**src/common/psf_defines.svh**
```systemverilog
// Constants for the PID servo filter: coefficients, limits, timing counts.
// Assumes a 40 MHz system clock; included by the package and the design.
`ifndef PSF_DEFINES_SVH
`define PSF_DEFINES_SVH

`define PSF_CLK_MHZ 40
`define PSF_SAMPLE_US 488
`define PSF_SAMPLE_CYCLES (`PSF_SAMPLE_US * `PSF_CLK_MHZ)
`define PSF_COEF_P 16'h0a3d
`define PSF_COEF_A 16'h0028
`define PSF_COEF_B 16'hbe6d
`define PSF_VEL_LIMIT 16'h0005
`define PSF_INT_MAX 32'h0007ffff
`define PSF_INT_MIN 32'hfff80000
`define PSF_ERR_MAX 32'h00007fff
`define PSF_ERR_MIN 32'hffff8000
`define PSF_OUT_MAX 16'h007f
`define PSF_OUT_MIN 16'hff81
`define PSF_PWM_OFFSET 16'h0080
`define PSF_RD_HOLD 8'h04

`endif

```
**src/common/psf_pkg.sv**
```systemverilog
// Types shared by the PID servo filter.
// Assumes psf_defines.svh sits on the include path.
`include "psf_defines.svh"
package psf_pkg;
  // Sequencer states, Gray coded along the update path.
  typedef enum logic [3:0] {
    PSF_IDLE = 4'h0,
    PSF_RDHI = 4'h1,
    PSF_RDLO = 4'h3,
    PSF_POS = 4'h2,
    PSF_ERR = 4'h6,
    PSF_INT = 4'h7,
    PSF_SUM = 4'h5,
    PSF_OUT = 4'h4
  } psf_state_type;

  // Bus lines toward the external decoder counter.
  typedef struct packed {
    logic cs_n;
    logic sel_hi;
  } psf_dec_bus_type;
endpackage

```
**src/rtl/psf_filter.sv**
```systemverilog
// PID position servo filter: reads the decoder count, updates the loop and
// drives the PWM compare value. Assumes a decoder counter on an 8-bit bus.
//
// Function
// P term is error times one gain.
// Integrator adds constant times error each sample.
// D term uses position minus two-back position.
// Output is P plus I minus D.
// P and I use separate datapaths.
// Coefficients stored halved, signed 16-bit fraction.
// Accumulated result doubled before use.
// Signed 16x16 fractional products, wide accumulator.
// One update per 488 us timer timeout.
// Offset added so mid duty means zero.
// PWM waveform runs without filter help.
// Count read as two bytes via select.
// Count extended to 32-bit absolute position.
// Power stage inverts PWM for other pair.
// Power stage delays enabling edges two us.
// Integrator cleared when velocity reaches threshold.
// Integrator saturates to signed 20 bits.
// Output clamped to 8-bit, minimum one short.
// Compare value held for one sample period.
// Error clamped 16-bit; old samples shift.
// Done pulse when compare value written.
`timescale 1ns/1ps
`default_nettype none
`include "psf_defines.svh"

module psf_filter #(
  parameter int SAMPLE_CYCLES = `PSF_SAMPLE_CYCLES,
  parameter int PWM_BITS = 8
) (
  input wire logic mclk_in,
  input wire logic rst_in,
  input wire logic [31:0] command_in,
  input wire logic [7:0] dec_data_in,
  output var psf_pkg::psf_dec_bus_type dec_bus_out,
  output logic [15:0] compare_out,
  output logic pwm_out,
  output logic done_out
);
  import psf_pkg::*;

  // --------------------------------------------------------------------
  // Helpers
  // --------------------------------------------------------------------

  // Signed fractional 16x16 product, as a 32-bit Q31 value.
  function automatic logic signed [31:0] frac_mul(input logic signed [15:0] a,
                                                  input logic signed [15:0] b);
    logic signed [31:0] prod;
    prod = a * b;
    frac_mul = prod <<< 1;
  endfunction

  // --------------------------------------------------------------------
  // Sample timer and decoder input synchroniser
  // --------------------------------------------------------------------

  logic [31:0] tick_cnt; // Cycles into the present sample period.
  logic tick; // One-cycle pulse at each timeout.
  logic [7:0] data_meta; // First synchroniser stage.
  logic [7:0] data_sync; // Second synchroniser stage.

  // Periodic interval timer that starts one update per timeout.
  always_ff @(posedge mclk_in)
  begin
    if (rst_in)
    begin
      tick_cnt <= 32'h0;
      tick <= 1'b0;
    end
    else if (tick_cnt == SAMPLE_CYCLES - 1)
    begin
      tick_cnt <= 32'h0;
      tick <= 1'b1;
    end
    else
    begin
      tick_cnt <= tick_cnt + 32'h1;
      tick <= 1'b0;
    end
  end

  // The decoder bus is asynchronous, so it passes two flops.
  always_ff @(posedge mclk_in)
  begin
    if (rst_in)
    begin
      data_meta <= 8'h0;
      data_sync <= 8'h0;
    end
    else
    begin
      data_meta <= dec_data_in;
      data_sync <= data_meta;
    end
  end

  // --------------------------------------------------------------------
  // Sequencer
  // --------------------------------------------------------------------

  psf_state_type state; // Present step of the update.
  logic [7:0] hold; // Bus settle counter for each byte read.
  logic [15:0] raw; // Assembled decoder count.
  logic [15:0] raw_prev; // Previous decoder count.
  logic [31:0] xn, xn1, xn2; // Position now, one back, two back.
  logic signed [15:0] err; // Clamped position error.
  logic signed [15:0] vel; // Velocity x(n) - x(n-2), low word.
  logic signed [31:0] integ; // Integrator state, signed 20-bit range.
  logic signed [32:0] acc; // Doubled filter sum, one guard bit against wrap.
  logic [15:0] compare; // Held compare value.

  logic signed [31:0] ediff; // Unclamped error.
  logic signed [31:0] vdiff; // Full velocity difference.
  logic signed [31:0] isum; // Integrator before limiting.
  logic [15:0] vmag; // Velocity magnitude.
  logic signed [31:0] yfull; // Result before doubling.
  logic signed [15:0] ysat; // Output after 8-bit clamp.

  // Combinational datapath for the present step.
  always_comb
  begin
    ediff = $signed(command_in - xn);
    vdiff = $signed(xn - xn2);
    vmag = vel[15] ? 16'(-vel) : vel;
    isum = integ + frac_mul($signed(`PSF_COEF_A), err);
    yfull = integ + frac_mul($signed(`PSF_COEF_P), err)
          + frac_mul($signed(`PSF_COEF_B), vel);
    if ($signed(acc[32:16]) > $signed(`PSF_OUT_MAX))
      ysat = $signed(`PSF_OUT_MAX);
    else if ($signed(acc[32:16]) < $signed(`PSF_OUT_MIN))
      ysat = $signed(`PSF_OUT_MIN);
    else
      ysat = acc[31:16];
  end

  // Sequencer walking one full update per tick.
  always_ff @(posedge mclk_in)
  begin
    if (rst_in)
    begin
      state <= PSF_IDLE;
      hold <= 8'h0;
      raw <= 16'h0;
      raw_prev <= 16'h0;
      xn <= 32'h0;
      xn1 <= 32'h0;
      xn2 <= 32'h0;
      err <= 16'sh0;
      vel <= 16'sh0;
      integ <= 32'sh0;
      acc <= 33'sh0;
      compare <= `PSF_PWM_OFFSET;
      done_out <= 1'b0;
      dec_bus_out <= '{cs_n: 1'b1, sel_hi: 1'b0};
    end
    else
    begin
      done_out <= 1'b0;
      case (state)
        PSF_IDLE:
        begin
          if (tick)
          begin
            state <= PSF_RDHI;
            hold <= 8'h0;
            dec_bus_out <= '{cs_n: 1'b0, sel_hi: 1'b1};
          end
        end
        PSF_RDHI:
        begin
          // Wait for the byte to settle through the synchroniser.
          if (hold == `PSF_RD_HOLD)
          begin
            raw[15:8] <= data_sync;
            hold <= 8'h0;
            dec_bus_out <= '{cs_n: 1'b0, sel_hi: 1'b0};
            state <= PSF_RDLO;
          end
          else
            hold <= hold + 8'h1;
        end
        PSF_RDLO:
        begin
          if (hold == `PSF_RD_HOLD)
          begin
            raw[7:0] <= data_sync;
            dec_bus_out <= '{cs_n: 1'b1, sel_hi: 1'b0};
            state <= PSF_POS;
          end
          else
            hold <= hold + 8'h1;
        end
        PSF_POS:
        begin
          // Sign-extended delta keeps the position absolute.
          xn <= xn
                + 32'($signed(16'(raw - raw_prev)));
          raw_prev <= raw;
          state <= PSF_ERR;
        end
        PSF_ERR:
        begin
          if (ediff > $signed(`PSF_ERR_MAX))
            err <= 16'sh7fff;
          else if (ediff < $signed(`PSF_ERR_MIN))
            err <= -16'sh8000;
          else
            err <= ediff[15:0];
          vel <= vdiff[15:0];
          xn2 <= xn1;
          xn1 <= xn;
          state <= PSF_INT;
        end
        PSF_INT:
        begin
          if (vmag >= `PSF_VEL_LIMIT)
            integ <= 32'sh0;
          else if (isum > $signed(`PSF_INT_MAX))
            integ <= $signed(`PSF_INT_MAX);
          else if (isum < $signed(`PSF_INT_MIN))
            integ <= $signed(`PSF_INT_MIN);
          else
            integ <= isum;
          state <= PSF_SUM;
        end
        PSF_SUM:
        begin
          acc <= {yfull, 1'b0};
          state <= PSF_OUT;
        end
        PSF_OUT:
        begin
          compare <= 16'(ysat + $signed(`PSF_PWM_OFFSET));
          done_out <= 1'b1;
          state <= PSF_IDLE;
        end
        default:
          state <= PSF_IDLE;
      endcase
    end
  end

  // --------------------------------------------------------------------
  // PWM generator
  // --------------------------------------------------------------------

  logic [PWM_BITS-1:0] pwm_cnt; // Free-running PWM period counter.

  // Runs on its own from the held compare value.
  always_ff @(posedge mclk_in)
  begin
    if (rst_in)
    begin
      pwm_cnt <= '0;
      pwm_out <= 1'b0;
    end
    else
    begin
      pwm_cnt <= pwm_cnt + 1'b1;
      pwm_out <= (16'(pwm_cnt) < compare);
    end
  end

  // Compare output comes straight from its flop.
  always_ff @(posedge mclk_in)
  begin
    if (rst_in)
      compare_out <= `PSF_PWM_OFFSET;
    else
      compare_out <= compare;
  end
endmodule // psf_filter

`default_nettype wire

```
**config.mk**
```make
export PLATFORM = sky130hd
export DESIGN_NAME = psf_filter
export DESIGN_NICKNAME = d
export VERILOG_FILES = /design/src/common/psf_pkg.sv /design/src/rtl/psf_filter.sv
export VERILOG_INCLUDE_DIRS = /design/src /design/src/common
export SDC_FILE = /design/constraint.sdc
export NUM_CORES = 2
export LEC_CHECK = 0
export BUFFER_PORTS_ARGS = -buffer_cell sky130_fd_sc_hd__buf_4
export CORE_UTILIZATION = 59
export DETAILED_ROUTE_END_ITERATION = 10
export MAX_ROUTING_LAYER = met4
export PLACE_DENSITY = 0.81
export SETUP_SLACK_MARGIN = 0.4
export SLEW_MARGIN = 30
export SYNTH_ARGS = -nofsm -noshare
export SYNTH_HDL_FRONTEND = slang
export SYNTH_SLANG_ARGS = --single-unit
```
**constraint.sdc**
```tcl
create_clock -name mclk_in -period 8.2 [get_ports mclk_in]
set_input_delay 0.41 -clock mclk_in [delete_from_list [all_inputs] [get_ports mclk_in]]
set_output_delay 0.41 -clock mclk_in [all_outputs]
set_load 0.005 [all_outputs]
```
* Word-level counts from Yosys, hierarchy flattened
Cells that the tools add are included.
** Storage, ports and cells
- Memories :: 0
- Input port bits :: 42
- Output and inout port bits :: 20
- Memory bits (read-only) :: 0
- Logic and storage cells :: 89
- Bits in latches :: 0
- Flip-flop bits (word level) :: 297
- Memory bits (writable) :: 0
** Operators by class
- Multipliers :: 3
- Reduce and logical (&&, ||, !) cells :: 8
- Shifts and indexed selects :: 0
- Muxes and demuxes :: 22
- Add/sub/neg operators :: 12
- Bitwise operators :: 0
- Divide/modulo/power cells :: 0
- Magnitude comparators :: 8
- Equality and inequality tests :: 13
** Operators with widths (count)
- 2-to-1 mux 32 bit :: 3
- 2-to-1 mux 16 bit :: 5
- adder 32 bit :: 2
- adder 32 x 1 -> 32 bit, second input constant :: 1
- adder 32 x 24 -> 32 bit :: 1
- adder 32 x 30 -> 32 bit :: 1
- == test 32 x 15 -> 1 bit, second input constant :: 1
- > comparator 32 x 16 -> 1 bit, second input constant :: 1
- > comparator 32 x 20 -> 1 bit, second input constant :: 1
- less-than comparator 32 x 16 -> 1 bit, second input constant :: 1
- less-than comparator 32 x 20 -> 1 bit, second input constant :: 1
- subtractor 16 bit :: 2
- subtractor 32 bit :: 1
- multiplier 16 x 16 -> 31 bit, first input constant :: 1
- multiplier 13 x 16 -> 29 bit, first input constant :: 1
- one-hot mux 4 bit (7 select lines) :: 1
- 2-to-1 mux 8 bit :: 3
- one-hot mux 8 bit (3 select lines) :: 1
- multiplier 4 x 16 -> 20 bit, first input constant :: 1
- > comparator 17 x 8 -> 1 bit, second input constant :: 1
- less-than comparator 17 x 8 -> 1 bit, second input constant :: 1
- adder 16 x 9 -> 16 bit, second input constant :: 1
- adder 8 x 1 -> 8 bit, second input constant :: 2
- == test 4 x 3 -> 1 bit, second input constant :: 4
- other kinds (17) :: 28

* Longest topological paths before layout
- Depth after elaboration :: 6
- Depth in mapped cells :: 36
- Mapped depth without buffers :: 36

* Least setup slack after synthesis
Ideal clock, no wire load.
- Kind :: register to register
- Start point :: register vel[5]
- End point :: register acc[32]
- Required time :: 8.068 ns
- Clock period less this slack :: 8.057 ns
- Library setup time :: 0.132 ns
- Arrival time :: 7.925 ns
- Cell stages (with the launch flop) :: 34
- Setup slack :: 0.143 ns
- Path buffers :: 0
- Cell sequence :: dfxtp_1 > inv_1 > ha_1 > inv_1 > fa_1 > inv_1 > ha_1 > ha_1 > inv_1 > fa_1 > fa_1 > inv_1 > ha_1 > o21a_1 > o31a_1 > o31a_1 > o2111ai_1 > nand2_1 > a21o_1 > a21oi_1 > xnor2_1 > fa_1 > ha_1 > or3_1 > a211o_1 > nor4_1 > o31ai_1 > o31ai_1 > a31oi_1 > nand4_1 > nand4b_1 > xnor3_1 > nand2_1 > a21oi_1
** Between the ends
- Longest elaborated chain between the ends :: 2
** RTL lines
- start, declared :: RTL line psf_filter.sv:111 : logic signed [15:0] vel;
- start signal, assigned :: RTL line psf_filter.sv:213 : vel <= vdiff[15:0];
- multiplier 16 x 16 -> 31 bit :: RTL line psf_filter.sv:53 : prod = a * b;
- adder 32 bit :: RTL line psf_filter.sv:130 : yfull = integ + frac_mul($signed(`PSF_COEF_P), err)
- end signal, assigned :: RTL line psf_filter.sv:232 : acc <= {yfull, 1'b0};
- end, declared :: RTL line psf_filter.sv:113 : logic signed [32:0] acc;
No other way between the ends.
A chain may end at the register's enable or synchronous reset.

* Final worst setup path
- Start point :: register vel[1]
- End point :: register acc[28]
The elaborated chain is that of the path after synthesis.

==> load_flow_metrics.sql <==
INSERT INTO impl_metrics (metric_group, metric, value, unit) VALUES
('critical_path', 'critical_path.reg2reg.startpoint', 'vel[1]$_SDFFE_PP0N_', ''),
('global_route', 'number_of_antenna_violations_at_the_first_check_in_global_routing', '0', ''),
('synth', 'ys_async_sr_fraction', '0', '%'),
('critical_path', 'crit_required', '8.68', 'ns'),
('run', 'maxCapViolCount', '0', ''),
('detailed_routing', 'wl', '72.7', 'mm'),
('synth', 'mappedNetlistNets', '4111', ''),
('global_route', 'grt_use_met2', '49.4', '%'),
('critical_path', 'number_of_cells_on_the_worst_reg_to_reg_path', '29', ''),
('sta', 'post_route_setup_tns', '0', 'ns'),
('sta', 'finalClockSkew', '0.0318', 'ns'),
('global_route', 'grt_first_pass_wirelength', '118', 'mm'),
('pwr', 'static_leakage_power', '15.4', 'nW'),
('detailed_routing', 'drt_iter0_markers', '1598', ''),
('pwr', 'worst_ir_drop_vdd', '0.152', 'mV'),
('hold_path', 'worst_hold_path.endpoint', 'data_meta[7]$_SDFF_PP0_', ''),
('placement', 'placement.io_buffers', '61', ''),
('hold_path', 'worstHoldPathType', 'in -> reg', ''),
('synth', 'yosys_register_bits', '278', ''),
('clocking', 'clock_insertion_delay_worst_skew', '0.56', 'ns'),
('sta', 'rsz0062_at_grt', 'yes', ''),
('clocking', 'ctsLongestPathBuffers', '3', ''),
('pwr', 'power.switching_fraction', '25.0', '%'),
('floorplan', 'fp.dieW', '224', 'microns'),
('pwr', 'p_int', '2.25', 'mW'),
('detailed_routing', 'firstDrtPassIters', '6', ''),
('hold_path', 'hold_path.startpoint', 'dec_data_in[7]', ''),
('synth', 'synth_most_common_cell', 'inv_1', ''),
('pwr', 'power.clock.fraction', '49.1', '%'),
('global_route', 'grt_util_met1', '37.0', '%'),
('floorplan', 'io_pins', '62', ''),
('global_route', 'global_route.usage.met3', '3.55', '%'),
('placement', 'dp_hpwl', '56.5', 'mm'),
('synth', 'synth_top_cells_by_area', 'dfxtp_1, fa_1, ha_1, inv_1, a21oi_1', ''),
('placement', 'gpl.final_weighted_congestion', '0.976', ''),
('critical_path', 'critical-path-top-cell-by-count', 'fa_1', ''),
('critical_path', 'worst_r2r_endpoint', 'acc[28]$_SDFFE_PP0N_', ''),
('synth', 'synth.top_cells.by_count', 'inv_1, ha_1, nand2_1', ''),
('hold_path', 'min_delay_path_depth', '2', ''),
('synth', 'post-synth-top-area-cell', 'dfxtp_1', ''),
('critical_path', 'crit_type', 'reg -> reg', ''),
('synth', 'synthDistinctLibCells', '87', ''),
('sta', 'slew_headroom', '38.3', '%'),
('floorplan', 'std_cell_rows', '80', ''),
('synth', 'synth_edf_count', '0', ''),
('pwr', 'power_frac_comb', '5.6', '%'),
('global_route', 'track_usage', '29.7', '%'),
('clocking', 'cts.sink_count', '278', ''),
('clocking', 'cts_root_buffer', 'clkbuf_16', ''),
('floorplan', 'die-area', '50200', 'sq um'),
('pwr', 'pwr-share-seq', '45.2', '%'),
('floorplan', 'core_region_area', '48100', 'sq um'),
('sta', 'maxSlewViolCount', '0', ''),
('clocking', 'cts_tree', 'built', ''),
('global_route', 'global_route.peak_usage_layer', 'met2', ''),
('detailed_routing', 'avgViaCountPerCell', '5.72', ''),
('clocking', 'cts_hold_buf', '0', ''),
('global_route', 'first_global_vias', '23700', ''),
('synth', 'ys.warnings.count', '0', ''),
('detailed_routing', 'via_count', '24100', ''),
('sta', 'finalHoldViolCount', '0', ''),
('critical_path', 'arrival', '8.33', 'ns'),
('critical_path', 'worst-r2r-setup-slack', '0.34', 'ns'),
('critical_path', 'startpoint_type', 'flop', ''),
('outcome', 'outcome', 'completed', ''),
('cells_and_area', 'area_growth_syn_to_layout', '11.7', '%'),
('pwr', 'switching_power', '0.752', 'mW'),
('sta', 'timing.fmax', '127', 'MHz'),
('clocking', 'clock_transition_at_the_register_clock_pins_on_the_worst_setup_and_hold_paths_after_cts', '0.06', 'ns'),
('pwr', 'power_dens_cells', '92.6', 'nW/um^2'),
('sta', 'final_critical_path_required_period', '7.86', 'ns');
-- cell type report --
cell class | instances | area [sq um]
clock buffer | 41 | 897
clock inverter | 16 | 191
fill | 3783 | 15700
inverter | 541 | 2030
multi-input combinational | 2535 | 21800
sequential | 278 | 5600
tap | 656 | 821
timing repair buffer | 153 | 1160
-- registers in the layout, indices dropped and copies added (netlist names), 17 cells and up, named ones only --
| register | flops |
|---|---|
| acc | 17 |
| xn | 32 |
| tick_cnt | 32 |
| integ | 29 |
-- cell families (layout without fill, tap and decap cells) --
| logic type | Yosys count | in the layout | synth area share (%) |
|---|---|---|---|
| simple gates | 903 | 903 | 14.7 |
| compound gates | 748 | 748 | 16.5 |
| fa+ha+maj | 630 | 630 | 33.7 |
| buf+inv | 626 | 751 | 8.11 |
| flops | 278 | 278 | 19.1 |
| xor+xnor | 226 | 226 | 6.91 |
| mux | 28 | 28 | 0.981 |
-- metal layers --
metal | up-vias | share of wire, %
li1 | 11800 | -
met1 | 11500 | 43
met2 | 609 | 48
met3 | 193 | 4.7
met4 | 0 | 4.4
met5 | - | 0
-- power by group through the flow --
stage               Combinational, mW  Sequential (mW)  Clock [mW]
global placement                0.163             1.39           0
CTS                             0.166             1.36        1.50
floorplan                       0.115             1.39           0
global route                    0.184             1.36        1.56
detailed placement              0.164             1.39           0
finish                          0.169             1.36        1.48
-- layout by cell type (no fill, tap or decap), drive strengths merged, types with 37 or more instances in the layout --
| cell type | count |
|---|---|
| dfxtp | 278 |
| and3 | 39 |
| clkbuf | 41 |
| a21oi | 271 |
| o21ai | 126 |
| o21a | 37 |
| ha | 376 |
| a21o | 72 |
| nand2 | 312 |
| a211oi | 39 |
| nand3 | 82 |
| inv | 543 |
| nor2 | 217 |
| fa | 254 |
| nor3 | 40 |
| nor2b | 53 |
| xnor2 | 142 |
| buf | 153 |
| xor2 | 82 |
-- critical path, delay by kind of cell, from the launching register on --
family	cells	cell delay [ns]
simple gates	5	0.89
fa+ha+maj	9	3.90
flops	1	0.34
buf+inv	4	0.49
compound gates	9	1.83
xor+xnor	2	0.33
-- worst max-delay path by stage --
stage                      endpoint  slack (ns)                start
6_report       acc[28]$_SDFFE_PP0N_        0.34  vel[1]$_SDFFE_PP0N_
5_1_grt        acc[32]$_SDFFE_PP0N_        0.07  vel[1]$_SDFFE_PP0N_
4_1_cts        acc[32]$_SDFFE_PP0N_        0.41  vel[2]$_SDFFE_PP0N_
3_5_place_dp   acc[32]$_SDFFE_PP0N_        0.06  vel[4]$_SDFFE_PP0N_
3_3_place_gp   acc[27]$_SDFFE_PP0N_        0.16  vel[6]$_SDFFE_PP0N_
2_1_floorplan  acc[32]$_SDFFE_PP0N_        0.36  vel[6]$_SDFFE_PP0N_
-- what timing repair did --
item | in CTS | in global routing
buffers inserted | 19 | 20
resized for setup | 57 | 74
setup endpoints to repair | 8 | 24
pin swaps | 31 | 76
cloned | 0 | 0
-- stage by stage --
step	instances	utilization (%)	setup slack (ns)	cell area (sq um)	total power [mW]
floorplan	3439	-	0.361	29100	1.50
global placement	4124	63.3	0.155	30500	1.55
detailed placement	4124	63.3	0.0618	30500	1.55
CTS	4200	66.4	0.406	32000	3.03
global route	4220	67.4	0.0743	32500	3.10
finish	4220	67.4	0.343	32500	3.00
(Power assumes the default switching activity.)
